==> src/design/bimf_pkg.sv <==
// Package: register map, field layout and decoded modes of the configuration bank
package bimf_pkg;
    localparam logic [7:0] BIMF_ADDR_BUF_CFG     = 8'h28;
    localparam logic [7:0] BIMF_ADDR_WM_COUNT    = 8'h29;
    localparam logic [7:0] BIMF_ADDR_PIN_A_ROUTE = 8'h2A;
    localparam logic [7:0] BIMF_ADDR_PIN_B_ROUTE = 8'h2B;
    localparam logic [7:0] BIMF_ADDR_SAMPLE_CFG  = 8'h2C;
    localparam int         BIMF_NUM_REGS         = 5;
    localparam logic [7:0] BIMF_RST_BUF_CFG      = 8'h00;
    localparam logic [7:0] BIMF_RST_WM_COUNT     = 8'h80;
    localparam logic [7:0] BIMF_RST_ROUTE        = 8'h00;
    localparam logic [7:0] BIMF_RST_SAMPLE_CFG   = 8'h13;
    localparam logic [7:0] BIMF_BUF_CFG_WMASK    = 8'h0F;
    localparam int BIMF_BUF_MODE_LSB   = 0;
    localparam int BIMF_BUF_TEMP_BIT   = 2;
    localparam int BIMF_COUNT_TOP_BIT  = 3;
    localparam int BIMF_POL_INV_BIT    = 7;
    localparam int BIMF_NUM_EVENTS     = 7;
    localparam int BIMF_RANGE_LSB      = 6;
    localparam int BIMF_NARROW_BIT     = 4;
    localparam int BIMF_EXT_TRIG_BIT   = 3;
    localparam int BIMF_RATE_LSB       = 0;
    localparam int BIMF_COUNT_W        = 9;
    typedef enum logic [1:0] {
        BIMF_BUF_OFF, BIMF_BUF_OLDEST, BIMF_BUF_STREAM, BIMF_BUF_TRIGGERED
    } bimf_buf_mode_t;
    typedef enum logic [1:0] {
        BIMF_RANGE_2G, BIMF_RANGE_4G, BIMF_RANGE_8G
    } bimf_range_t;
    // Rate index: 0=12.5 Hz ... 5=400 Hz
    localparam logic [2:0] BIMF_RATE_MAX_IDX = 3'h5;
endpackage

==> src/design/bimf_config_bank.sv <==
// Configuration bank: buffer policy, watermark count, event routing to two pins, sampling setup
`timescale 1ns/10ps
module bimf_config_bank
    import bimf_pkg::*;
#(
    parameter int NUM_EVENTS = BIMF_NUM_EVENTS
) (
    input  wire logic                  ref_clk,
    input  wire logic                  srst,
    input  wire logic                  reg_wr,
    input  wire logic                  reg_rd,
    input  wire logic [7:0]            reg_addr,
    input  wire logic [7:0]            reg_wdata,
    output logic      [7:0]            reg_rdata,
    output logic                       reg_rvalid,
    input  wire logic [NUM_EVENTS-1:0] event_state,
    output logic      [NUM_EVENTS-1:0] event_status,
    output logic                       irq_pin_a_o,
    output logic                       irq_pin_a_oe_n,
    output logic                       irq_pin_b_o,
    output logic                       irq_pin_b_oe_n,
    input  wire logic                  irq_pin_b_i,
    output logic      [1:0]            buffer_mode,
    output logic                       buffer_enable,
    output logic                       buffer_temp_store,
    output logic      [8:0]            buffer_watermark_level,
    output logic      [1:0]            range_select,
    output logic                       narrow_filter_select,
    output logic      [2:0]            sample_rate_index,
    output logic      [2:0]            filter_bw_div_log2,
    output logic                       external_trigger_select,
    output logic                       external_trigger_pulse
);
    initial begin
        if (NUM_EVENTS != 7) $error("bimf_config_bank: NUM_EVENTS must be 7");
    end

    // Maps a bus address to its store index; 3'h7 marks unmapped
    function automatic logic [2:0] addr_to_idx(input logic [7:0] a);
        unique case (a)
            BIMF_ADDR_BUF_CFG:     addr_to_idx = 3'h0;
            BIMF_ADDR_WM_COUNT:    addr_to_idx = 3'h1;
            BIMF_ADDR_PIN_A_ROUTE: addr_to_idx = 3'h2;
            BIMF_ADDR_PIN_B_ROUTE: addr_to_idx = 3'h3;
            BIMF_ADDR_SAMPLE_CFG:  addr_to_idx = 3'h4;
            default:               addr_to_idx = 3'h7;
        endcase
    endfunction

    typedef struct packed {
        logic [1:0]            pin_o;
        logic [1:0]            pin_oe_n;
        logic [NUM_EVENTS-1:0] status;
        logic                  rvalid;
        logic [1:0]            trig_sync;
        logic                  trig_prev;
        logic                  trig_pulse;
    } bimf_state_t;

    bimf_state_t st_r, st_nxt;

    logic [2:0]                    wr_idx;
    logic [2:0]                    rd_idx;
    logic [7:0]                    wr_val;
    logic [7:0]                    rd_data;
    logic [BIMF_NUM_REGS*8-1:0]    regs_flat;
    logic [7:0]                    buf_cfg;
    logic [7:0]                    wm_count;
    logic [1:0][7:0]               route;
    logic [7:0]                    smp_cfg;
    logic [1:0]                    pin_active;
    logic [1:0]                    pin_any_routed;
    logic                          trig_level;

    assign wr_idx = addr_to_idx(reg_addr);
    assign rd_idx = addr_to_idx(reg_addr);
    // Unused top nibble of buffer config reads back as zero
    assign wr_val = (wr_idx == 3'h0) ? (reg_wdata & BIMF_BUF_CFG_WMASK) : reg_wdata;

    bimf_reg_store #(
        .DEPTH (BIMF_NUM_REGS)
    ) u_store (
        .ref_clk (ref_clk),
        .srst    (srst),
        .wr_en   (reg_wr),
        .wr_idx  (wr_idx),
        .wr_data (wr_val),
        .rd_idx  (rd_idx),
        .rd_data (rd_data),
        .all_q   (regs_flat)
    );

    assign buf_cfg  = regs_flat[7:0];
    assign wm_count = regs_flat[15:8];
    assign route[0] = regs_flat[23:16];
    assign route[1] = regs_flat[31:24];
    assign smp_cfg  = regs_flat[39:32];

    assign buffer_mode   = buf_cfg[BIMF_BUF_MODE_LSB +: 2];
    assign buffer_enable = (bimf_buf_mode_t'(buffer_mode) != BIMF_BUF_OFF);
    assign buffer_temp_store = buf_cfg[BIMF_BUF_TEMP_BIT];
    assign buffer_watermark_level = {buf_cfg[BIMF_COUNT_TOP_BIT], wm_count};

    assign range_select = smp_cfg[BIMF_RANGE_LSB + 1] ? BIMF_RANGE_8G
                        : (smp_cfg[BIMF_RANGE_LSB] ? BIMF_RANGE_4G : BIMF_RANGE_2G);
    // bandwidth divider: 4 when narrow, else 2
    assign narrow_filter_select = smp_cfg[BIMF_NARROW_BIT];
    assign filter_bw_div_log2   = narrow_filter_select ? 3'h2 : 3'h1;
    // codes 101..111 all mean 400 Hz
    assign sample_rate_index = (smp_cfg[BIMF_RATE_LSB +: 3] > BIMF_RATE_MAX_IDX)
                             ? BIMF_RATE_MAX_IDX : smp_cfg[BIMF_RATE_LSB +: 3];
    assign external_trigger_select = smp_cfg[BIMF_EXT_TRIG_BIT];

    generate
        for (genvar p = 0; p < 2; p++) begin : g_pin
            assign pin_any_routed[p] = |route[p][NUM_EVENTS-1:0];
            assign pin_active[p]     = |(route[p][NUM_EVENTS-1:0] & event_state);
        end
    endgenerate

    assign trig_level = st_r.trig_sync[1];

    always_comb begin
        st_nxt = st_r;
        st_nxt.rvalid     = reg_rd;
        st_nxt.status     = event_state;
        // Two stages before any logic reads the pin
        st_nxt.trig_sync  = {st_r.trig_sync[0], irq_pin_b_i};
        st_nxt.trig_prev  = trig_level;
        st_nxt.trig_pulse = external_trigger_select && trig_level && !st_r.trig_prev;
        for (int p = 0; p < 2; p++) begin
            st_nxt.pin_o[p]    = pin_active[p] ^ route[p][BIMF_POL_INV_BIT];
            st_nxt.pin_oe_n[p] = !pin_any_routed[p];
        end
        // pin B released from the edge after it becomes an input
        if (external_trigger_select) begin
            st_nxt.pin_oe_n[1] = 1'b1;
        end
        // Released pins keep last level, modelling the keeper
        for (int p = 0; p < 2; p++) begin
            if (st_nxt.pin_oe_n[p]) begin
                st_nxt.pin_o[p] = st_r.pin_o[p];
            end
        end
        if (srst) begin
            st_nxt = '0;
            st_nxt.pin_oe_n = 2'b11;
        end
    end

    always_ff @(posedge ref_clk) begin
        st_r <= st_nxt;
    end

    // Store read data lands one edge after the request
    assign reg_rdata  = st_r.rvalid ? rd_data : 8'h00;
    assign reg_rvalid = st_r.rvalid;
    assign event_status           = st_r.status;
    assign irq_pin_a_o            = st_r.pin_o[0];
    assign irq_pin_a_oe_n         = st_r.pin_oe_n[0];
    assign irq_pin_b_o            = st_r.pin_o[1];
    assign irq_pin_b_oe_n         = st_r.pin_oe_n[1];
    assign external_trigger_pulse = st_r.trig_pulse;
endmodule

==> src/design/bimf_reg_store.sv <==
// Small register store with registered read data
`timescale 1ns/10ps
module bimf_reg_store
    import bimf_pkg::*;
#(
    parameter int DEPTH = BIMF_NUM_REGS
) (
    input  wire logic             ref_clk,
    input  wire logic             srst,
    input  wire logic             wr_en,
    input  wire logic [2:0]       wr_idx,
    input  wire logic [7:0]       wr_data,
    input  wire logic [2:0]       rd_idx,
    output logic      [7:0]       rd_data,
    output logic [DEPTH*8-1:0]    all_q
);
    initial begin
        if (DEPTH != BIMF_NUM_REGS) $error("bimf_reg_store: DEPTH must be 5");
    end

    typedef struct packed {
        logic [DEPTH-1:0][7:0] mem;
        logic [7:0]            rd;
    } bimf_store_t;

    bimf_store_t s_r, s_nxt;

    always_comb begin
        s_nxt = s_r;
        if (wr_en && 32'(wr_idx) < DEPTH) begin
            s_nxt.mem[wr_idx] = wr_data;
        end
        s_nxt.rd = (32'(rd_idx) < DEPTH) ? s_r.mem[rd_idx] : 8'h00;
        if (srst) begin
            s_nxt.mem[0] = BIMF_RST_BUF_CFG;
            s_nxt.mem[1] = BIMF_RST_WM_COUNT;
            s_nxt.mem[2] = BIMF_RST_ROUTE;
            s_nxt.mem[3] = BIMF_RST_ROUTE;
            s_nxt.mem[4] = BIMF_RST_SAMPLE_CFG;
            s_nxt.rd     = 8'h00;
        end
    end

    always_ff @(posedge ref_clk) begin
        s_r <= s_nxt;
    end

    assign rd_data = s_r.rd;
    assign all_q   = s_r.mem;
endmodule

==> config.mk <==
export PLATFORM = sky130hd
export DESIGN_NAME = bimf_config_bank
export DESIGN_NICKNAME = d
export VERILOG_FILES = /design/src/design/bimf_pkg.sv /design/src/design/bimf_config_bank.sv /design/src/design/bimf_reg_store.sv
export SDC_FILE = /design/constraint.sdc
export NUM_CORES = 1
export LEC_CHECK = 0
export ABC_AREA = 1
export BUFFER_PORTS_ARGS = -buffer_cell sky130_fd_sc_hd__buf_4
export CAP_MARGIN = 20
export CORE_MARGIN = 2
export CORE_UTILIZATION = 48
export CTS_CLUSTER_SIZE = 8
export DETAILED_ROUTE_END_ITERATION = 12
export GPL_TIMING_DRIVEN = 0
export PLACE_DENSITY = 0.77
export SKIP_CTS_REPAIR_TIMING = 1
export SYNTH_ARGS = -nofsm -noshare
export SYNTH_HDL_FRONTEND = slang
export SYNTH_SLANG_ARGS = --single-unit
==> constraint.sdc <==
create_clock -name ref_clk -period 1.2 [get_ports ref_clk]
set_input_delay 0.06 -clock ref_clk [delete_from_list [all_inputs] [get_ports ref_clk]]
set_output_delay 0.06 -clock ref_clk [all_outputs]
set_load 0.05 [all_outputs]
# Word-level counts from Yosys, hierarchy flattened
# Cells that the tools add are included.
dict set report word_totals {
  ff_bits 64
  latchBits 0
  ramBits 0
  rom_bits 0
  input_bits 28
  output_inout_bits 44
  mem_count 0
}
dict set report op_classes {
  add_sub_neg 0
  multipliers 0
  n_div 0
  order_cmp 4
  eq_ne 5
  shifts 0
  n_mux 13
  n_bitwise 5
  n_reduce_logical 14
}
# operator count
set ops {}
lappend ops {{bitwise mux 40 bit} 1}
lappend ops {{== test 8 x 6 -> 1 bit, second input constant} 5}
lappend ops {{two-way mux 8 bit} 4}
lappend ops {{OR reduction 7 bit} 4}
lappend ops {{binary-select mux 8 bit (select 3 bit)} 1}
lappend ops {{demux 8 bit (select 3 bit)} 1}
lappend ops {{one-hot mux 3 bit (5 select lines)} 1}
lappend ops {{bitwise AND 7 bit} 2}
lappend ops {{logical AND 1 bit} 4}
lappend ops {{< comparator 3 x 4 -> 1 bit, second input constant} 1}
lappend ops {{two-way mux 2 bit} 2}
lappend ops {{>= comparator 3 x 1 -> 1 bit, second input constant} 1}
lappend ops {{greater-than comparator 3 bit, second input constant} 1}
lappend ops {{logical NOT 1 bit} 3}
lappend ops {{logical NOT 3 bit} 1}
lappend ops {{< comparator 3 bit, second input constant} 1}
lappend ops {{two-way mux 3 bit} 1}
lappend ops {{two-way mux 1 bit} 2}
lappend ops {{nonzero test 2 bit} 1}
lappend ops {{OR reduction 2 bit} 1}
lappend ops {{bitwise XOR 1 bit} 2}
lappend ops {{inverter 1 bit} 1}

# Logic depth before layout (Yosys ltp)
dict set report logic_depth {
  ltp_word 7
  mapped_depth 12
  mapped_depth_nobuf 11
}

# Modules after synthesis
# From an unflattened synthesis, not the netlist that was laid out.
dict set report unflattened {
  cells_unflattened 442
  hier_area_um2 2964.1
}
# mod n_inst cells_per_inst area_per_inst_um2
set modules_own_cells {}
lappend modules_own_cells {bimf_reg_store 1 281 2031.9}
lappend modules_own_cells {bimf_config_bank 1 161 932.1}

# Worst setup path after synthesis
# Ideal clock, no wire load.
dict set report synth_path {
  path_type {flip-flop to output port}
  from {register st_r (netlist bit reg_rvalid)}
  to {output port reg_rdata[0]}
  arrival_ps 1263
  required_ps 1140
  slack_ps -123
  path_stages_with_launch 4
  path_buffers 1
  cell_sequence {dfxtp_1 > clkbuf_1 > nand2_1 > inv_1}
}
dict set report synth_via {
  elab_chain_cells 1
}
# element line
set synth_rtl {}
lappend synth_rtl {{from (decl)} bimf_config_bank.sv:60} ;# bimf_state_t st_r, st_nxt;
lappend synth_rtl {{from (signal assigned)} bimf_config_bank.sv:152} ;# st_r <= st_nxt;
lappend synth_rtl {{two-way mux 8 bit} bimf_config_bank.sv:156} ;# assign reg_rdata = st_r.rvalid ? rd_data : 8'h00;
lappend synth_rtl {{to (decl)} bimf_config_bank.sv:14} ;# output logic [7:0] reg_rdata,
# Every way passes these cells.

# Worst setup path in the final report
dict set report layout_path {
  from {register u_store.s_r (netlist bit u_store.all_q[36])}
  to {output port filter_bw_div_log2[1]}
}
dict set report layout_via {
  elab_chain_cells 1
}
# element line
set layout_rtl {}
lappend layout_rtl {{from (decl)} bimf_reg_store.sv:26} ;# bimf_store_t s_r, s_nxt;
lappend layout_rtl {{from (signal assigned)} bimf_reg_store.sv:45} ;# s_r <= s_nxt;
lappend layout_rtl {{two-way mux 2 bit} bimf_config_bank.sv:108} ;# assign filter_bw_div_log2 = narrow_filter_select ? 3'h2 : 3'h1;
lappend layout_rtl {{to (decl)} bimf_config_bank.sv:30} ;# output logic [2:0] filter_bw_div_log2,
# Every way passes these cells.

==> impl_metrics.csv <==
group,metric,value,unit
layout,syn2layout_area_growth,36.53,%
power,power_density,999.4,nW/um^2
setup_path,r2r_cells,7,
route,wire_per_inst,13.85,um
timing,fmax,862.7,MHz
timing,finalSetupViolations,0,
place,dp_cells,580,
place,port_buffers,70,
power,p_total,0.004178,W
layout,layout.nets,562,
cts,htreeDepth,3,
setup_path,r2r-start,"u_store.all_q[30]$_SDFFE_PP0P_",
setup_path,critPathMaxStageDelay,0.43,ns
global_route,grt_antenna_before_repair,0,
setup_path,reg2reg_setup_slack,0.08,ns
setup_path,critPathArrivalTime,1.10,ns
setup_path,critPathMaxFanout,5,
min_path,min_path_cells,3,
global_route,grt_first_pass_wirelength,12720,um
die,pin_count,72,
timing,period_needed,1.159,ns
layout,final_common_cell,"buf_4",
die,coreArea,6241,um^2
power,max-vdd-ir-drop,0.7713,mV
timing,maxSlewHeadroom,57.51,%
place,gp_congestion,0.9131,
setup_path,cp-end-kind,"primary output",
yosys,synth.distinct_cells,36,
yosys,synth-seq-cells,64,
global_route,grt_pass1_vias,2713,
setup_path,crit_top_cell,"buf_4",
timing,worstMarginPinSlew,0.6373,ns
timing,fin_crit_sh,96.60,%
power,p_leak,2.086,nW
setup_path,reg2reg_to,"irq_pin_b_o$_SDFFE_PP0N_",
yosys,seq_area_frac_synth,41.85,%
cts,worstSkewPairLatency,0.35,ns
yosys,synth_area_leader_cell,"dfxtp_1",
min_path,hp-start,"reg_wdata[1]",
timing,fin_skew,0.008898,ns
layout,final_cell_count_no_fill,616,
cts,root_buffer,"clkbuf_8",
die,start_util,49.06,%
yosys,synthCells,433,
yosys,netlist.area_leader.share,41.85,%
setup_path,worstSetupStartpointType,"flip-flop",
route,wl,8531,um
die,rows,29,
yosys,synth_area,3062,um^2
route,routed_via_density,5.019,
layout,antenna_cells,0,
setup_path,worstPathCellList,"buf_4 > buf_4",
timing,rsz0062_at_grt,"yes",
route,via_count,3092,
timing,hold_slack,0.0004898,ns
setup_path,crit_slowest_cell,"dfxtp_1",
place,hpwl,6010,um
route,first_iter_violations,221,
min_path,hold_class,"input port to flip-flop",
cts,max-clock-path-buffers,2,
cts,cts.sinks,64,
yosys,postSynthAreaPerCell,7.071,um^2
route,drc,0,
setup_path,critPathKind,"flip-flop to primary output",
setup_path,worst_ep_required_time,1.14,ns
timing,tns,0,ns
min_path,holdPathEnd,"u_store.all_q[25]$_SDFFE_PP0P_",
layout,drive_gt1_share,31.73,%
outcome,status,"finished, final reports clean",
setup_path,critical-path-top-delay-family,"flip-flops",
cts,cts.clk_slew.worst_paths,0.07,ns
yosys,synth_warnings,0,
flow_run,drv_cap,0,
die,fp.dieH,83.87,um
global_route,grt.overflow.total,0,
die,die_w,83.87,um
route,ant_nets,0,
global_route,track_usage,23.21,%
layout,post-route-util,66.98,%
setup_path,critPathBufInv,2,
cts,cts_buffers,9,
yosys,syn_nets,461,
global_route,grt_max_degree,13,
layout,final_cell_mix,"buf_4, nand2_1, inv_1, dfxtp_1, nand3_1",
route,firstDrtPassIters,6,
timing,hold_viol_final,0,
die,die_area,7033,um^2
yosys,synth_area_leaders,"dfxtp_1, inv_1, nand2_1",
timing,final_max_slew_viol_count,0,
cts,cts_tree,"yes",
area by class of cell:
cell class	count	area [um^2]
plain buffers	33	225.2
repair buffers	91	720.7
flip-flops and latches	64	1292
clock inverters	7	46.29
inverters	86	330.3
multi-input cells	249	1345
fillers	534	2061
clock buffers	9	123.9
well taps	77	96.34
Yosys cell counts:
cell type	n
nor4_1	3
buf_6	1
o211ai_1	2
buf_1	1
nor3_1	5
o21ai_2	1
nand2_1	81
o21bai_1	1
o2111ai_2	1
conb_1	1
inv_1	81
o21ai_1	1
dfxtp_1	64
buf_4	24
nand2_4	1
nand4_1	2
a21oi_2	1
clkbuf_1	5
nand3b_1	2
nor3_4	1
a31oi_1	1
xor2_1	1
o22ai_1	1
a21oi_1	38
nor2_2	2
nor2_4	3
nand3_4	1
nor3_2	1
nand2_2	6
a211oi_1	1
nor2_1	22
o21ai_0	22
a221oi_1	1
inv_2	5
buf_2	3
nand3_1	46
logic make-up (layout without fill, tap and decap cells):
group | Yosys count | after routing | synth area share [%]
AND/OR/NAND/NOR | 176 | 176 | 27.01
buffers and inverters | 120 | 226 | 18.02
AO/OA/AOI/OAI | 71 | 71 | 12.71
flip-flops | 64 | 64 | 41.85
other | 1 | 1 | 0.1225
XOR/XNOR | 1 | 1 | 0.2861
power by group:
part	total, W	switching, W	internal (W)	leakage [nW]
logic	0.000408	0.000246	0.000162	1.48
registers	0.00215	0.0000104	0.00214	0.521
clock network	0.00162	0.000877	0.000743	0.0814
sequential cells by signal, indices dropped and copies added (netlist names):
signal / count
reg_rvalid: 1
event_status: 7
st_r: 3
irq_pin_b_o: 1
u_store.all_q: 40
irq_pin_a_oe_n: 1
external_trigger_pulse: 1
irq_pin_a_o: 1
u_store.rd_data: 8
irq_pin_b_oe_n: 1
worst min-delay path: cells and delay by family:
kind	cells	cell delay [ns]
AO/OA/AOI/OAI	1	0.05
buffers and inverters	2	0.19
worst max-delay path by stage:
stage	from	to	slack (ns)	cells after the start
4_1_cts	reg_rvalid$_SDFF_PP0_	reg_rdata[7]	-0.15	4
3_3_place_gp	reg_addr[1]	u_store.all_q[23]$_SDFFE_PP0P_	-0.30	11
6_report	u_store.all_q[36]$_SDFFE_PP1P_	filter_bw_div_log2[1]	0.04	2
5_1_grt	reg_addr[0]	u_store.all_q[17]$_SDFFE_PP0P_	-0.04	11
3_5_place_dp	reg_addr[1]	u_store.all_q[23]$_SDFFE_PP0P_	-0.33	11
2_1_floorplan	u_store.all_q[34]$_SDFFE_PP0P_	sample_rate_index[0]	0.008	2
through the flow:
step / setup slack [ns] / instance area (um^2)
finish: 0.04080 / 4180
CTS: -0.1491 / 3861
global route: -0.04330 / 4180
floorplan: 0.007621 / 3069
global placement: -0.3036 / 3691
detailed placement: -0.3284 / 3691
per-layer routing:
metal  vias to the layer above  share of wire [%]  global-route usage [%]
li1                       1541                  -                       -
met1                      1396                 42                   29.88
met2                       134                 48                   37.31
met3                        21                7.2                   6.330
met4                         0                2.3                   8.504
met5                         -                  0                       0
No activity file was read; power rests on OpenSTA's default activity.
